### config.mk
export PLATFORM = sky130hd
export DESIGN_NAME = sre_report
export DESIGN_NICKNAME = d
export VERILOG_FILES = /design/src/logic/sre_pkg.sv /design/src/logic/sre_code_gen.sv /design/src/logic/sre_window.sv /design/src/logic/sre_report.sv
export SDC_FILE = /design/constraint.sdc
export NUM_CORES = 1
export LEC_CHECK = 0
export BUFFER_PORTS_ARGS = -buffer_cell sky130_fd_sc_hd__buf_2
export CAP_MARGIN = 20
export CORE_MARGIN = 5
export CORE_UTILIZATION = 55
export CTS_CLUSTER_DIAMETER = 60
export CTS_CLUSTER_SIZE = 40
export DETAILED_ROUTE_END_ITERATION = 8
export GPL_TIMING_DRIVEN = 0
export PLACE_DENSITY = 0.76
export SLEW_MARGIN = 20
export SYNTH_ARGS = -nofsm -noshare
export SYNTH_HDL_FRONTEND = slang
export SYNTH_HIERARCHICAL = 1
export SYNTH_SLANG_ARGS = --single-unit
### constraint.sdc
create_clock -name clk_i -period 1.9 [get_ports clk_i]
set_clock_uncertainty 0.05 [all_clocks]
set_input_delay 0.285 -clock clk_i [delete_from_list [all_inputs] [get_ports clk_i]]
set_output_delay 0.285 -clock clk_i [all_outputs]
set_load 0.02 [all_outputs]
### src/logic/sre_pkg.sv
// sre_pkg: constants and carrier types for the recoverable error reporting block
// assumes: one 250 MHz clock, word-aligned 32-bit register access

package sre_pkg;

  // ---------------------------------------------------------------------
  // bank status word bit positions (64-bit record)
  // ---------------------------------------------------------------------
  localparam int SRE_VAL_BIT = 63;
  localparam int SRE_OVER_BIT = 62;
  localparam int SRE_UC_BIT = 61;
  localparam int SRE_EN_BIT = 60;
  localparam int SRE_EXTRA_INFO_VALID_BIT = 59;
  localparam int SRE_FAULT_LOCATION_VALID_BIT = 58;
  localparam int SRE_PCC_BIT = 57;
  localparam int SRE_S_BIT = 56;
  localparam int SRE_AR_BIT = 55;
  localparam int SRE_FILT_BIT = 12;

  // ---------------------------------------------------------------------
  // compound error code subfields
  // ---------------------------------------------------------------------
  localparam logic [3:0] SRE_CLASS_CACHE = 4'h1;
  localparam logic [3:0] SRE_REQ_LOAD = 4'h3;
  localparam logic [3:0] SRE_REQ_FETCH = 4'h5;
  localparam logic [1:0] SRE_TT_DATA = 2'h1;
  localparam logic [1:0] SRE_TT_INSN = 2'h0;
  localparam logic [1:0] SRE_LVL_ZERO = 2'h0;
  localparam logic SRE_FILT_NORMAL = 1'h0;
  localparam logic [15:0] SRE_CODE_LOAD = 16'h0134;
  localparam logic [15:0] SRE_CODE_FETCH = 16'h0150;
  localparam logic [2:0] SRE_MODE_PHYS = 3'h2;

  // ---------------------------------------------------------------------
  // register map (pages, word field indices, control byte address, global bits, reset values)
  // ---------------------------------------------------------------------
  localparam logic [3:0] SRE_BANK_PAGE = 4'h0;
  localparam logic [3:0] SRE_GLOB_PAGE = 4'h1;
  localparam logic [11:0] SRE_CTRL_ADR = 12'h200;
  localparam logic [2:0] SRE_F_STAT_LO = 3'h0;
  localparam logic [2:0] SRE_F_STAT_HI = 3'h1;
  localparam logic [2:0] SRE_F_ADDR_LO = 3'h2;
  localparam logic [2:0] SRE_F_ADDR_HI = 3'h3;
  localparam logic [2:0] SRE_F_MISC = 3'h4;
  localparam int SRE_G_RESTART_POINTER_VALID = 0;
  localparam int SRE_G_ERROR_POINTER_VALID = 1;
  localparam int SRE_G_MCIP = 2;
  localparam logic SRE_EN_RST = 1'h1;
  localparam logic [7:0] SRE_WIN_RST = 8'h10;

  // ---------------------------------------------------------------------
  // types
  // ---------------------------------------------------------------------
  typedef enum logic {SRE_KIND_LOAD, SRE_KIND_FETCH} sre_kind_t;

  typedef struct packed {
    sre_kind_t kind;
    logic [3:0] lp;
    logic [3:0] bank;
    logic [47:0] addr;
    logic [5:0] lsb;
  } sre_err_t;

  typedef struct packed {
    logic [63:0] status;
    logic [47:0] addr;
    logic [8:0] misc;
  } sre_bank_t;

  typedef struct packed {
    logic mcip;
    logic error_pointer_valid;
    logic restart_pointer_valid;
  } sre_glob_t;

endpackage

### src/logic/sre_code_gen.sv
// sre_code_gen: compound error code and affected-processor pointer flag per error kind
// assumes: kind is stable while sampled by the caller

`timescale 1ns/1ns

module sre_code_gen
  import sre_pkg::*;
(
  input wire sre_kind_t kind_i, // kind of consumed bad data
  output logic [15:0] code_o, // compound error code
  output logic error_pointer_valid_o // error pointer flag for the affected processor
);

  always_comb begin
    code_o = '0;
    code_o[SRE_FILT_BIT] = SRE_FILT_NORMAL;
    code_o[11:8] = SRE_CLASS_CACHE;
    code_o[1:0] = SRE_LVL_ZERO;
    if (kind_i == SRE_KIND_LOAD) begin
      code_o[7:4] = SRE_REQ_LOAD;
      code_o[3:2] = SRE_TT_DATA;
      error_pointer_valid_o = 1'b1;
    end else begin
      code_o[7:4] = SRE_REQ_FETCH;
      code_o[3:2] = SRE_TT_INSN;
      error_pointer_valid_o = 1'b0;
    end
  end

endmodule

### src/logic/sre_window.sv
// sre_window: detection window that gathers errors into one broadcast event
// assumes: err_i is a one-cycle pulse per accepted error

`timescale 1ns/1ns

module sre_window
  import sre_pkg::*;
(
  input wire logic clk_i, // clock
  input wire logic rst_i, // sync reset, active high
  input wire logic err_i, // accepted error pulse
  input wire logic [7:0] len_i, // extra cycles the window stays open
  output logic open_o, // window open
  output logic fire_o // last window cycle, broadcast now
);

  typedef enum logic {SRE_W_IDLE, SRE_W_OPEN} sre_wst_t;
  typedef struct packed {
    sre_wst_t st;
    logic [7:0] cnt;
  } sre_wstate_t;

  sre_wstate_t q;
  sre_wstate_t d;

  always_comb begin
    d = q;
    case (q.st)
      SRE_W_IDLE: begin
        if (err_i) begin
          d.st = SRE_W_OPEN;
          d.cnt = len_i;
        end
      end
      SRE_W_OPEN: begin
        if (q.cnt == 8'h00) begin
          d.st = SRE_W_IDLE;
        end else begin
          d.cnt = q.cnt - 8'h01;
        end
      end
      default: d.st = SRE_W_IDLE;
    endcase
  end

  always_ff @(posedge clk_i) begin
    if (rst_i) begin
      q <= '{st: SRE_W_IDLE, cnt: 8'h00};
    end else begin
      q <= d;
    end
  end

  assign open_o = (q.st == SRE_W_OPEN);
  assign fire_o = (q.st == SRE_W_OPEN) && (q.cnt == 8'h00);

endmodule

### src/logic/sre_report.sv
// sre_report: logs recoverable action-required errors into banks and broadcasts the check
// assumes: classic Wishbone slave, errors arrive as one-cycle pulses with a record
//
// Operation
// - data-load error logs compound code 0x134, request subfield data load
// - data-load error sets transaction type subfield to data
// - instruction-fetch error logs compound code 0x150, request subfield fetch
// - instruction-fetch error sets transaction type subfield to instruction
// - both errors use cache level zero
// - both errors keep the filtering bit at zero
// - logging sets valid, uncorrected, enabled, signalled, action-required
// - logging sets fault-location-valid and extra-info-valid
// - extra info holds physical address mode and lowest valid address bit
// - machine check is broadcast to every logical processor
// - global status tells software which processor is affected
// - affected processor is the consumer; the bank named in the error record holds it
// - data load: affected processor restart flag clear, error pointer set
// - instruction fetch: affected processor clears both pointer flags
// - observing, unaffected processors set restart flag, clear error pointer
// - errors in one detection window merge into one broadcast
// - merged errors: each processor's global flags reflect the most severe error it consumed

`timescale 1ns/1ns

module sre_report
  import sre_pkg::*;
#(
  parameter int NLP = 4,
  parameter int NBANK = 4
) (
  input wire logic clk_i, // clock, 250 MHz
  input wire logic rst_i, // sync reset, active high
  input wire logic wb_cyc_i, // bus cycle
  input wire logic wb_stb_i, // strobe
  input wire logic wb_we_i, // write enable
  input wire logic [11:0] wb_adr_i, // byte address
  input wire logic [31:0] wb_dat_i, // write data
  input wire logic [3:0] wb_sel_i, // byte lanes
  output logic [31:0] wb_dat_o, // read data
  output logic wb_ack_o, // acknowledge
  input wire logic err_valid_i, // error detected, one-cycle pulse
  input wire sre_err_t err_i, // error record
  output logic [NLP-1:0] mce_o, // machine check broadcast pulse
  output logic win_open_o // detection window open
);

  // ---------------------------------------------------------------------
  // parameter checks
  // ---------------------------------------------------------------------
  if (NLP < 2 || NLP > 16 || NBANK < 2 || NBANK > 8) begin : g_bad
    $error("sre_report: NLP must be 2..16 and NBANK 2..8");
  end

  // ---------------------------------------------------------------------
  // state
  // ---------------------------------------------------------------------
  typedef struct packed {
    sre_bank_t [NBANK-1:0] bank;
    sre_glob_t [NLP-1:0] glob;
    logic [NLP-1:0] hit;
    logic [NLP-1:0] error_pointer_valid_p;
    logic en;
    logic [7:0] win;
    logic ack;
    logic [31:0] dat;
    logic [NLP-1:0] machine_check_broadcast;
  } sre_state_t;

  sre_state_t q;
  sre_state_t d;

  logic acc;
  logic [15:0] code;
  logic aff_error_pointer_valid;
  logic win_fire;

  function automatic logic [31:0] sre_merge(input logic [31:0] o, input logic [31:0] w,
                                            input logic [3:0] s);
    sre_merge = o;
    for (int k = 0; k < 4; k++) begin
      if (s[k]) begin
        sre_merge[8*k +: 8] = w[8*k +: 8];
      end
    end
  endfunction

  assign acc = err_valid_i && q.en && (int'(err_i.bank) < NBANK) && (int'(err_i.lp) < NLP);

  sre_code_gen u_code (
    .kind_i(err_i.kind),
    .code_o(code),
    .error_pointer_valid_o(aff_error_pointer_valid)
  );

  sre_window u_win (
    .clk_i(clk_i),
    .rst_i(rst_i),
    .err_i(acc),
    .len_i(q.win),
    .open_o(win_open_o),
    .fire_o(win_fire)
  );

  // ---------------------------------------------------------------------
  // next state
  // ---------------------------------------------------------------------
  always_comb begin
    logic [63:0] st;
    logic [2:0] fld;
    int bi;
    int li;
    logic req;
    logic wr;
    logic [31:0] rd;
    st = '0;
    fld = wb_adr_i[4:2];
    bi = int'(wb_adr_i[7:5]);
    li = int'(wb_adr_i[5:2]);
    req = wb_cyc_i && wb_stb_i;
    wr = req && wb_we_i && q.ack;
    rd = '0;
    d = q;
    d.machine_check_broadcast = '0;
    d.ack = req && !q.ack;

    // bus decode: reads sampled when ack is raised, writes on the ack edge
    if (wb_adr_i[11:8] == SRE_BANK_PAGE && bi < NBANK) begin
      if (fld == SRE_F_STAT_LO) begin
        rd = q.bank[bi].status[31:0];
        if (wr) d.bank[bi].status[31:0] = sre_merge(q.bank[bi].status[31:0], wb_dat_i, wb_sel_i);
      end else if (fld == SRE_F_STAT_HI) begin
        rd = q.bank[bi].status[63:32];
        if (wr) d.bank[bi].status[63:32] = sre_merge(q.bank[bi].status[63:32], wb_dat_i, wb_sel_i);
      end else if (fld == SRE_F_ADDR_LO) begin
        rd = q.bank[bi].addr[31:0];
      end else if (fld == SRE_F_ADDR_HI) begin
        rd = {16'h0000, q.bank[bi].addr[47:32]};
      end else if (fld == SRE_F_MISC) begin
        rd = {23'h000000, q.bank[bi].misc};
      end
    end else if (wb_adr_i[11:8] == SRE_GLOB_PAGE && wb_adr_i[7:6] == 2'h0 && li < NLP) begin
      rd = {29'h00000000, q.glob[li]};
      if (wr && wb_sel_i[0]) begin
        // only the in-progress flag is software clearable
        d.glob[li].mcip = q.glob[li].mcip & wb_dat_i[SRE_G_MCIP];
      end
    end else if (wb_adr_i == SRE_CTRL_ADR) begin
      rd = {16'h0000, q.win, 7'h00, q.en};
      if (wr) begin
        if (wb_sel_i[0]) d.en = wb_dat_i[0];
        if (wb_sel_i[1]) d.win = wb_dat_i[15:8];
      end
    end
    if (req && !q.ack) d.dat = rd;

    // hardware logging after software writes so a new record wins over a clear
    if (acc) begin
      st[SRE_VAL_BIT] = 1'b1;
      st[SRE_UC_BIT] = 1'b1;
      st[SRE_EN_BIT] = 1'b1;
      st[SRE_S_BIT] = 1'b1;
      st[SRE_AR_BIT] = 1'b1;
      st[SRE_PCC_BIT] = 1'b0;
      st[SRE_EXTRA_INFO_VALID_BIT] = 1'b1;
      st[SRE_FAULT_LOCATION_VALID_BIT] = 1'b1;
      // an earlier record whose valid bit is still set makes this one an overflow
      st[SRE_OVER_BIT] = q.bank[int'(err_i.bank)].status[SRE_VAL_BIT];
      st[15:0] = code;
      d.bank[int'(err_i.bank)].status = st;
      d.bank[int'(err_i.bank)].addr = err_i.addr;
      d.bank[int'(err_i.bank)].misc = {SRE_MODE_PHYS, err_i.lsb};
      // fetch outranks load: error pointer stays set only if all hits were loads
      if (q.hit[int'(err_i.lp)]) begin
        d.error_pointer_valid_p[int'(err_i.lp)] = q.error_pointer_valid_p[int'(err_i.lp)] & aff_error_pointer_valid;
      end else begin
        d.error_pointer_valid_p[int'(err_i.lp)] = aff_error_pointer_valid;
      end
      d.hit[int'(err_i.lp)] = 1'b1;
    end

    // end of window: one broadcast for all gathered errors
    if (win_fire) begin
      for (int i = 0; i < NLP; i++) begin
        d.glob[i].restart_pointer_valid = !d.hit[i];
        d.glob[i].error_pointer_valid = d.hit[i] & d.error_pointer_valid_p[i];
        d.glob[i].mcip = 1'b1;
      end
      d.hit = '0;
      d.error_pointer_valid_p = '0;
      d.machine_check_broadcast = '1;
    end
  end

  always_ff @(posedge clk_i) begin
    if (rst_i) begin
      q <= '0;
      q.en <= SRE_EN_RST;
      q.win <= SRE_WIN_RST;
    end else begin
      q <= d;
    end
  end

  assign wb_ack_o = q.ack;
  assign wb_dat_o = q.dat;
  assign mce_o = q.machine_check_broadcast;

  logic b0;
  logic l0;
  assign b0 = acc && err_i.bank == 4'h0;
  assign l0 = acc && err_i.lp == 4'h0;

  // ---------------------------------------------------------------------
  // assertion helpers: which kinds processor 0 consumed in the open window
  // ---------------------------------------------------------------------
  logic ld0_now;
  logic fe0_now;
  logic ld0_seen;
  logic fe0_seen;
  logic ld0_any;
  logic fe0_any;
  assign ld0_now = l0 && err_i.kind == SRE_KIND_LOAD;
  assign fe0_now = l0 && err_i.kind == SRE_KIND_FETCH;
  assign ld0_any = ld0_now || ld0_seen;
  assign fe0_any = fe0_now || fe0_seen;

  // forgets at each broadcast, so every window is judged on its own errors
  always_ff @(posedge clk_i) begin
    if (rst_i || win_fire) begin
      ld0_seen <= 1'b0;
      fe0_seen <= 1'b0;
    end else begin
      ld0_seen <= ld0_any;
      fe0_seen <= fe0_any;
    end
  end
endmodule

== After elaboration in Yosys (flattened, before gate mapping) ==
Cells that the tools add are included.
W data, S select, Z words.
Storage, ports and cells
  register bits after elaboration: 559
  latch bits: 0
  memory bits (writable): 0
  memory bits (read-only): 0
  output and inout port bits: 38
  logic and storage cells: 192
  memories: 0
Cells by class
  add/sub/neg operators: 1
  multiply operators: 0
  div/mod/pow operators: 0
  $lt $le $gt $ge: 12
  eq/ne operators: 9
  shift-type cells: 0
  muxes and demuxes: 95
  bitwise gates (word level): 10
  reductions and logical operators: 32
Operators with widths (count)
  $mux W484: 6
  $bwmux W484: 5
  $demux W121 S2: 5
  $bmux W121 S2: 2
  $mux W121: 4
  $mux W8: 38
  $mux W32: 5
  $mux W89: 1
  $mux W57: 1
  $mux W12: 3
  $mux W16: 2
  $mux W9: 3
  $lt A4 B3 Y1 const B: 6
  $mux W20: 1
  $pmux W9 S2: 1
  $logic_and A1 B1 Y1: 16
  $bwmux W12: 1
  $eq A12 B10 Y1 const B: 1
  $ge A4 B1 Y1 const B: 3
  $reduce_and A5 Y1: 2
  $bwmux W4: 2
  $logic_not A8 Y1: 1
  $mux W4: 2
  $sub A8 B1 Y8 const B: 1
  26 further kinds: 47

== Depth between registers and ports, before layout ==
Gate-level depths: netlist of the first run.
  word-level depth: 16
  depth in mapped cells: 9
  gate-level depth less buffers: 8

== Cells and area by module ==
Netlist of the first run, hierarchy kept.
Modules (own cells, without submodules)
  sre_report: instances 1, cells an instance 2758, area each 24068.1 um^2, seq. area each 10790.3 um^2
  sre_window: instances 1, cells an instance 70, area each 584.3 um^2, seq. area each 180.2 um^2
  sre_code_gen: instances 1, cells an instance 19, area each 131.4 um^2, seq. area each 0.0 um^2

== Worst setup path before layout of the first run ==
Ideal clock, no wire load.
  kind: reg2reg
  from: register u_win/q[2] (netlist name)
  to: register q[58] (netlist name)
  setup time: 0.079 ns
  arrival time: 1.990 ns
  path slack: -0.219 ns
  cell stages (with the launch flop): 8
  buffers on the path: 1
  cells stage by stage: dfxtp_1 or4_4 nor2_1 buf_1 nand2b_1 inv_1 o2111ai_1 o211ai_1
On the way
  longest elaborated chain between the ends: 4
  elaborated cells between the ends (all ways): 7
  those cells by class: 1 x eq/ne; 1 x mux; 5 x reduce/logical
RTL lines
  start, declared: RTL line sre_window.sv:23  | sre_wstate_t q;
  start signal, assigned: RTL line sre_window.sv:48  | q <= '{st: SRE_W_IDLE, cnt: 8'h00};
  $logic_not A8 Y1 *: RTL line sre_window.sv:55  | assign fire_o = (q.st == SRE_W_OPEN) && (q.cnt == 8'h00);
  $logic_and A1 B1 Y1 *: RTL line sre_window.sv:55
  $ne A2 B1 Y1 (no source line) or $reduce_bool A2 Y1 (tied branches)
  $reduce_and A3 Y1 (no source line)
  end, declared: RTL line sre_report.sv:69  | sre_state_t q;
Every way passes the cells marked *; elsewhere a longest branch is shown, timed or not.
A chain may end at the register's enable or synchronous reset.

== Worst setup path in the final report of the first run ==
  from: register q, in the netlist wb_ack_o
  to: register q[381] (netlist name)
On the way
  longest elaborated chain between the ends: 9
  elaborated cells between the ends (all ways): 10
  those cells by class: 9 x mux; 1 x reduce/logical
RTL lines
  $logic_and A1 B1 Y1 *: RTL line sre_report.sv:120  | wr = req && wb_we_i && q.ack;
  $mux W484: RTL line sre_report.sv:133  | if (wr) d.bank[bi].status[63:32] = sre_merge(q.bank[bi].status[63:32], wb_dat_i, wb_sel_i);
  $mux W484: RTL line sre_report.sv:131  | end else if (fld == SRE_F_STAT_HI) begin
  $mux W484 *: RTL line sre_report.sv:128  | if (fld == SRE_F_STAT_LO) begin
  $mux W484 *: RTL line sre_report.sv:127  | if (wb_adr_i[11:8] == SRE_BANK_PAGE && bi < NBANK) begin
  $bwmux W484: RTL line sre_report.sv:169  | d.bank[int'(err_i.bank)].status = st;
  $bwmux W484: RTL line sre_report.sv:170  | d.bank[int'(err_i.bank)].addr = err_i.addr;
  $bwmux W484: RTL line sre_report.sv:171  | d.bank[int'(err_i.bank)].misc = {SRE_MODE_PHYS, err_i.lsb};
  $mux W484 *: RTL line sre_report.sv:157  | if (acc) begin
Marked as above.

==> results of run 1 <==
==> metal layers <==
layer,global-route usage [%],up-vias
met5,0,-
met4,17.1,4
met3,10.1,405
met2,55.9,1781
met1,44.9,11600
li1,-,10500
==> cells in the mapped netlist (5+ instances only) <==
cell	number
o21ai_0	104
o211ai_1	5
mux2_2	9
o22ai_1	66
a31oi_1	18
nand3_1	16
nand2b_1	22
buf_1	8
clkbuf_1	100
nand3b_1	7
buf_6	11
nor2b_1	7
buf_4	76
mux2i_1	80
inv_1	35
nand2_1	710
nor2_1	184
a211oi_1	108
a22oi_1	18
a311oi_1	9
a21oi_1	331
nor2_2	8
a22o_1	8
a32oi_1	18
dfxtp_1	548
o21ai_1	17
or2_2	8
and2_1	5
nor3_1	36
buf_2	87
nor3b_1	5
nor3_2	7
a32o_1	6
mux4_2	106
==> worst reg2reg max path: stages (launching register included) <==
cell	delay, ns
dfxtp_4	0.42
and4_4	0.27
buf_8	0.15
nand3b_1	0.17
buf_6	0.17
nor2_4	0.15
buf_6	0.15
buf_4	0.13
nor2_1	0.04
a211oi_1	0.33
==> sequential cells by signal, summed over array words and instances (netlist names) <==
| register | count |
|---|---|
| u_win/q | 8 |
| q | 505 |
| wb_ack_o | 1 |
| wb_dat_o | 32 |
| mce_o | 1 |
| u_win/open_o | 1 |
==> cells by family (layout without fill, tap and decap cells) <==
logic type	after synthesis	in the layout
mux	195	195
other cells	2	17
xor+xnor	1	1
fa+ha+maj	2	2
compound gates	731	731
simple gates	1048	1048
buf+inv	320	652
flops	548	548
==> how the worst max path moves through the flow <==
stage               startpoint  cells past startpoint  endpoint
global placement     err_i[57]                      9    q[242]
floorplan           u_win/q[2]                      7     q[58]
global route          wb_ack_o                      9    q[381]
detailed placement   err_i[57]                      9    q[239]
finish                wb_ack_o                      9    q[381]
CTS                   wb_ack_o                      8    q[417]
==> what timing repair did <==
action	4_1_cts	5_1_grt
endpoints found under the hold margin	225	0
buffers inserted	16	39
gates resized for setup	152	216
endpoints found under the setup margin	525	421
hold buffers	63	0
gates cloned	0	7
pin swaps	10	47
==> final cells by class <==
type / instances / area, µm² / share of cell area (%)
clock buffers: 42 / 1010 / 3.37
repair buffers: 273 / 2070 / 6.92
plain buffers: 274 / 1910 / 6.40
inverters: 37 / 139 / 0.465
flip-flops and latches: 548 / 11000 / 36.7
clock inverters: 26 / 380 / 1.27
diodes: 4 / 10.0 / 0.0335
well taps: 592 / 741 / 2.48
multi-input cells: 1990 / 12700 / 42.3
==> through the flow <==
stage	util (%)	cell area, µm²
floorplan	-	24800
global placement	59.2	26300
detailed placement	59.2	26300
CTS	64.9	28800
global route	67.3	29900
finish	67.3	29900
==> power breakdown <==
| group | switching [mW] | internal, mW | total [mW] | leakage, nW |
|---|---|---|---|---|
| Sequential | 0.0415 | 11.5 | 11.6 | 4.42 |
| Clock | 4.79 | 4.65 | 9.44 | 0.674 |
| Combinational | 1.21 | 0.627 | 1.83 | 5.68 |
==> results_dict.tcl, run 1 <==
set metrics [dict create \
    status "finished with violations" \
    violations "setup timing" \
    remaining_drc_errors 0 \
    vias 24400 \
    drt-total-wl_um 94700 \
    cap_violations 0 \
    hold_path_depth 3 \
    first_pass_iters 9 \
    grt_pass1_wl_um 137000 \
    layout_commonest_cell "nand2_1" \
    core_area_um2 44400 \
    antenna_found_initial 7 \
    die_w_um 222 \
    r2r-start "wb_ack_o" \
    crit_family "simple AND/OR/NAND/NOR gates" \
    ant_nets 0 \
    drive_gt1_share_pct 24.3 \
    synth_top_family_by_area "simple AND/OR/NAND/NOR gates" \
    clkSlewWorstSetupHoldPaths_ns 0.11 \
    ys.flop_type "dfxtp_1" \
    min_period_ns 2.15 \
    clock-sinks 548 \
    synth_simple_gate_area_share_pct 17.9 \
    yosys_warnings 6 \
    leakage_nw 10.8 \
    power.total_mw 22.8 \
    cts_buffers 38 \
    area_growth_pct 20.6 \
    placed_cells 3598 \
    tightest_slew_ns 0.741 \
    chipHeight_um 222 \
    cp_slowest_cell "dfxtp_4" \
    nFillCells 3455 \
    path_cells "and4_4, buf_8, nand3b_1, buf_6, nor2_4, buf_6, buf_4, nor2_1, a211oi_1" \
    crit_required_ns 2.33 \
    clkLatencyLatePin_ns 0.61 \
    grt_pass1_vias 23100 \
    r2r_cells 9 \
    critPathMaxStageDelay_ns 0.42 \
    holdWs_ns 0.0893 \
    vias_per_cell 6.43 \
    cts-root-buf "clkbuf_16" \
    worstPathArrival_ns 2.58 \
    dpl_worst_slack_ns -0.999 \
    yosys.area.top_type_share_pct 44.3 \
    wl_met3_um 12300 \
    async_flop_share_pct 0 \
    synth_fa_ha_area_share_pct 0.101 \
    start_util_pct 55.8 \
    cp_num_buf_inv 4 \
    timing.final.ws_setup_ns -0.248 \
    hold_viol 0 \
    fmaxAchievable_ghz 0.465 \
    synth_edf_count 0 \
    synthDistinctLibCells 78 \
    place_congestion 1.00 \
    synthTopCellsByArea "dfxtp_1 (44%), nand2_1 (11%), mux4_2 (9.6%)" \
    grtUsageTotal_pct 35.4 \
    ys_seq_elements 548 \
    met2_length_um 43000 \
    final_nets 3281 \
    detailed_place_hpwl_um 65900 \
    timing.rr.end "q[381]" \
    dieArea_um2 49400 \
    cts_buffer_depth 3 \
    setup_viol 131 \
    synth_top_cell_by_area "dfxtp_1" \
    crit_path_frequent_cell "buf_6" \
    io_buffers 148 \
    synthesis.area_um2 24800 \
    netlist_instances 2847 \
    finalCritPeriodShare_pct 113 \
    rsz0062_at_grt "true" \
    drt_iter0_drc 3665 \
    worstHoldEndpoint "q[46]" \
    cts_tree "yes" \
    slew_viol_final 0 \
    r2r_slack_ns -0.25 \
    slew-limit-headroom_pct 50.6 \
    worstPathMaxFanout 8 \
    power_density_nw_per_um2 764 \
    finalNonFillerCells 3786 \
    h-tree-depth 2 \
    ys_seq_area_share_pct 44.3 \
    post_drt_wl_per_cell_um 25.0 \
    overflow 0 \
    synth_xor_area_share_pct 0.0353 \
    synth_area_per_cell_um2 8.71 \
    grt_max_degree 28 \
    routed.top_layer "met5" \
    hp-class "in -> reg" \
    rows 77 \
    mostFrequentLayoutCells "nand2_1 (690), dfxtp_1 (543), a21oi_1 (313)" \
    fin_setup_tns_ns -8.59 \
    ioPinCount 155 \
    path_class "reg -> reg" \
    start_kind "register" \
    synthMuxAreaShare_pct 13.3 \
    endpoint_kind "register" \
    holdCritStartpoint "err_i[58]" \
    synth_compound_area_share_pct 17.6 \
    m1WireLength_um 33700 \
    ir_drop_mv 0.670 \
]
Power figures use the tool's default switching activity.
==> inputs of run 2 (changes only) <==
- CELL_PAD_IN_SITES_DETAIL_PLACEMENT: default -> 0
- CELL_PAD_IN_SITES_GLOBAL_PLACEMENT: default -> 1
- CORE_UTILIZATION: 55 -> 42
- PLACE_DENSITY: 0.76 -> default
- PLACE_DENSITY_LB_ADDON: default -> 0.1
==> run 2 against run 1 <==
Compared with the run above: the run still ends with setup timing left; routed wire length rose by 7.7%; final area grew 0.97%; sequential share of layout area is 0.37 points lower; die area rose by 29%; worst hold slack worse by 0.024 ns; largest power group unchanged; maximum frequency is 9.9% higher.
==> results_dict.tcl, run 2 (synthesized netlist as in run 1, its figures left out) <==
set metrics [dict create \
    start_kind "register" \
    r2r-start "wb_ack_o" \
    rsz0062_at_grt "true" \
    placed_cells 3779 \
    routed.top_layer "met5" \
    chipHeight_um 253 \
    drt_iter0_drc 2245 \
    grt_max_degree 24 \
    grt_pass1_wl_um 148000 \
    cts-root-buf "clkbuf_16" \
    grtUsageTotal_pct 30.6 \
    io_buffers 148 \
    m1WireLength_um 42200 \
    dieArea_um2 64000 \
    endpoint_kind "register" \
    core_area_um2 58700 \
    tightest_slew_ns 0.731 \
    die_w_um 253 \
    grt_pass1_vias 22300 \
    post-route-util_pct 51.4 \
    finalNonFillerCells 3962 \
    hp-class "in -> reg" \
    worstPathMaxFanout 8 \
    path_class "reg -> reg" \
    r2r_cells 9 \
    vias_per_cell 5.86 \
    layout_commonest_cell "nand2_1" \
    slew_viol_final 0 \
    wl_met3_um 9130 \
    min_period_ns 1.96 \
    holdCritStartpoint "err_i[58]" \
    timing.final.ws_setup_ns -0.0550 \
    timing.rr.end "q[378]" \
    cts_tree "yes" \
    ir_drop_mv 0.733 \
    r2r_slack_ns -0.06 \
    post_drt_wl_per_cell_um 25.8 \
    largest_register_ffs 505 \
    status "finished with violations" \
    detailed_place_hpwl_um 74100 \
    hold_path_depth 3 \
    power_density_nw_per_um2 811 \
    vias 23200 \
    top_register "q" \
    clock-sinks 548 \
    met2_length_um 46800 \
    crit_required_ns 2.38 \
    fin_setup_tns_ns -0.356 \
    overflow 0 \
    first_pass_iters 5 \
    area_growth_pct 21.8 \
    violations "setup timing" \
    setup_viol 24 \
    clkLatencyLatePin_ns 0.62 \
    start_util_pct 42.2 \
    mostFrequentLayoutCells "nand2_1 (704), dfxtp_1 (545), a21oi_1 (329)" \
    h-tree-depth 2 \
    cap_violations 0 \
    ioPinCount 155 \
    rows 89 \
    final_nets 3265 \
    worstHoldEndpoint "q[53]" \
    drt-total-wl_um 102000 \
    finalCritPeriodShare_pct 103 \
    clkSlewWorstSetupHoldPaths_ns 0.08 \
    drive_gt1_share_pct 23.5 \
    slew-limit-headroom_pct 51.3 \
    worstPathArrival_ns 2.43 \
    leakage_nw 10.6 \
    remaining_drc_errors 0 \
    fmaxAchievable_ghz 0.512 \
    cts_buffer_depth 3 \
    place_congestion 0.933 \
    hold_viol 0 \
    power.total_mw 24.5 \
    antenna_found_initial 13 \
    cts_buffers 48 \
    ant_nets 0 \
]
## run 2: cell types whose count changed in the layout (fill, tap and decap cells not counted), sizes merged
cell / before / now
bufinv: 4 / 6
inv: 51 / 47
clkinvlp: 2 / 3
buf: 385 / 361
clkbuf: 141 / 151
clkinv: 6 / 14
diode: 4 / 6
## run 2: area by class of cell
cell class / instances / area, µm²
sequential: 548 / 11000
fill: 5614 / 28500
tap: 773 / 967
buffer: 277 / 2000
multi-input combinational: 1990 / 12600
clock buffer: 54 / 1270
clock inverter: 33 / 462
timing repair buffer: 244 / 1760
antenna: 6 / 15.0
inverter: 37 / 139
## run 2: worst max-delay path by stage
stage,startpoint,to,slack [ns],depth (start not counted)
3_3_place_gp,err_i[57],q[482],-1.12,9
3_5_place_dp,err_i[57],q[483],-1.15,9
5_1_grt,wb_ack_o,q[292],-0.09,7
2_1_floorplan,u_win/q[2],q[58],0.007,7
4_1_cts,wb_ack_o,q[427],-0.04,7
6_report,wb_ack_o,q[378],-0.06,9
## run 2: critical path: stages, from the launching register on
cell and delay, ns:
dfxtp_4 0.40, and4_4 0.25, buf_12 0.13, nand3b_1 0.11
buf_6 0.16, nor2_4 0.23, buf_8 0.19, buf_12 0.15
o21ai_2 0.05, o22ai_1 0.12
## run 2: per-stage QoR
| stage | hold slack (ns) | worst slack (ns) | instance area, µm² |
|---|---|---|---|
| final | 0.0656 | -0.0550 | 30200 |
| after global placement | 0.385 | -1.12 | 26500 |
| after CTS | 0.0376 | -0.0424 | 29600 |
| after detailed placement | 0.393 | -1.15 | 26500 |
| after global routing | 0.0960 | -0.0884 | 30200 |
| after floorplan | 0.359 | 0.00744 | 24800 |
## run 2: power by group
part           switching, mW  internal (mW)
clock                   5.18           5.86
combinational           1.24          0.639
sequential            0.0389           11.5
total                   6.45           18.0
## run 2: routing by layer
| metal | track usage, % | vias to the layer above |
|---|---|---|
| met5 | 0 | - |
| met1 | 41.6 | 11400 |
| met4 | 10.2 | 10 |
| met2 | 49.3 | 1089 |
| li1 | - | 10600 |
| met3 | 5.94 | 201 |
## run 2: repair_timing
| item | 4_1_cts | 5_1_grt |
|---|---|---|
| resized for setup | 198 | 151 |
| gates cloned | 1 | 4 |
| pin swaps | 14 | 35 |
| hold buffers | 63 | 0 |
| hold endpoints to repair | 225 | 0 |
| endpoints found under the setup margin | 539 | 486 |
| setup buffers | 16 | 13 |
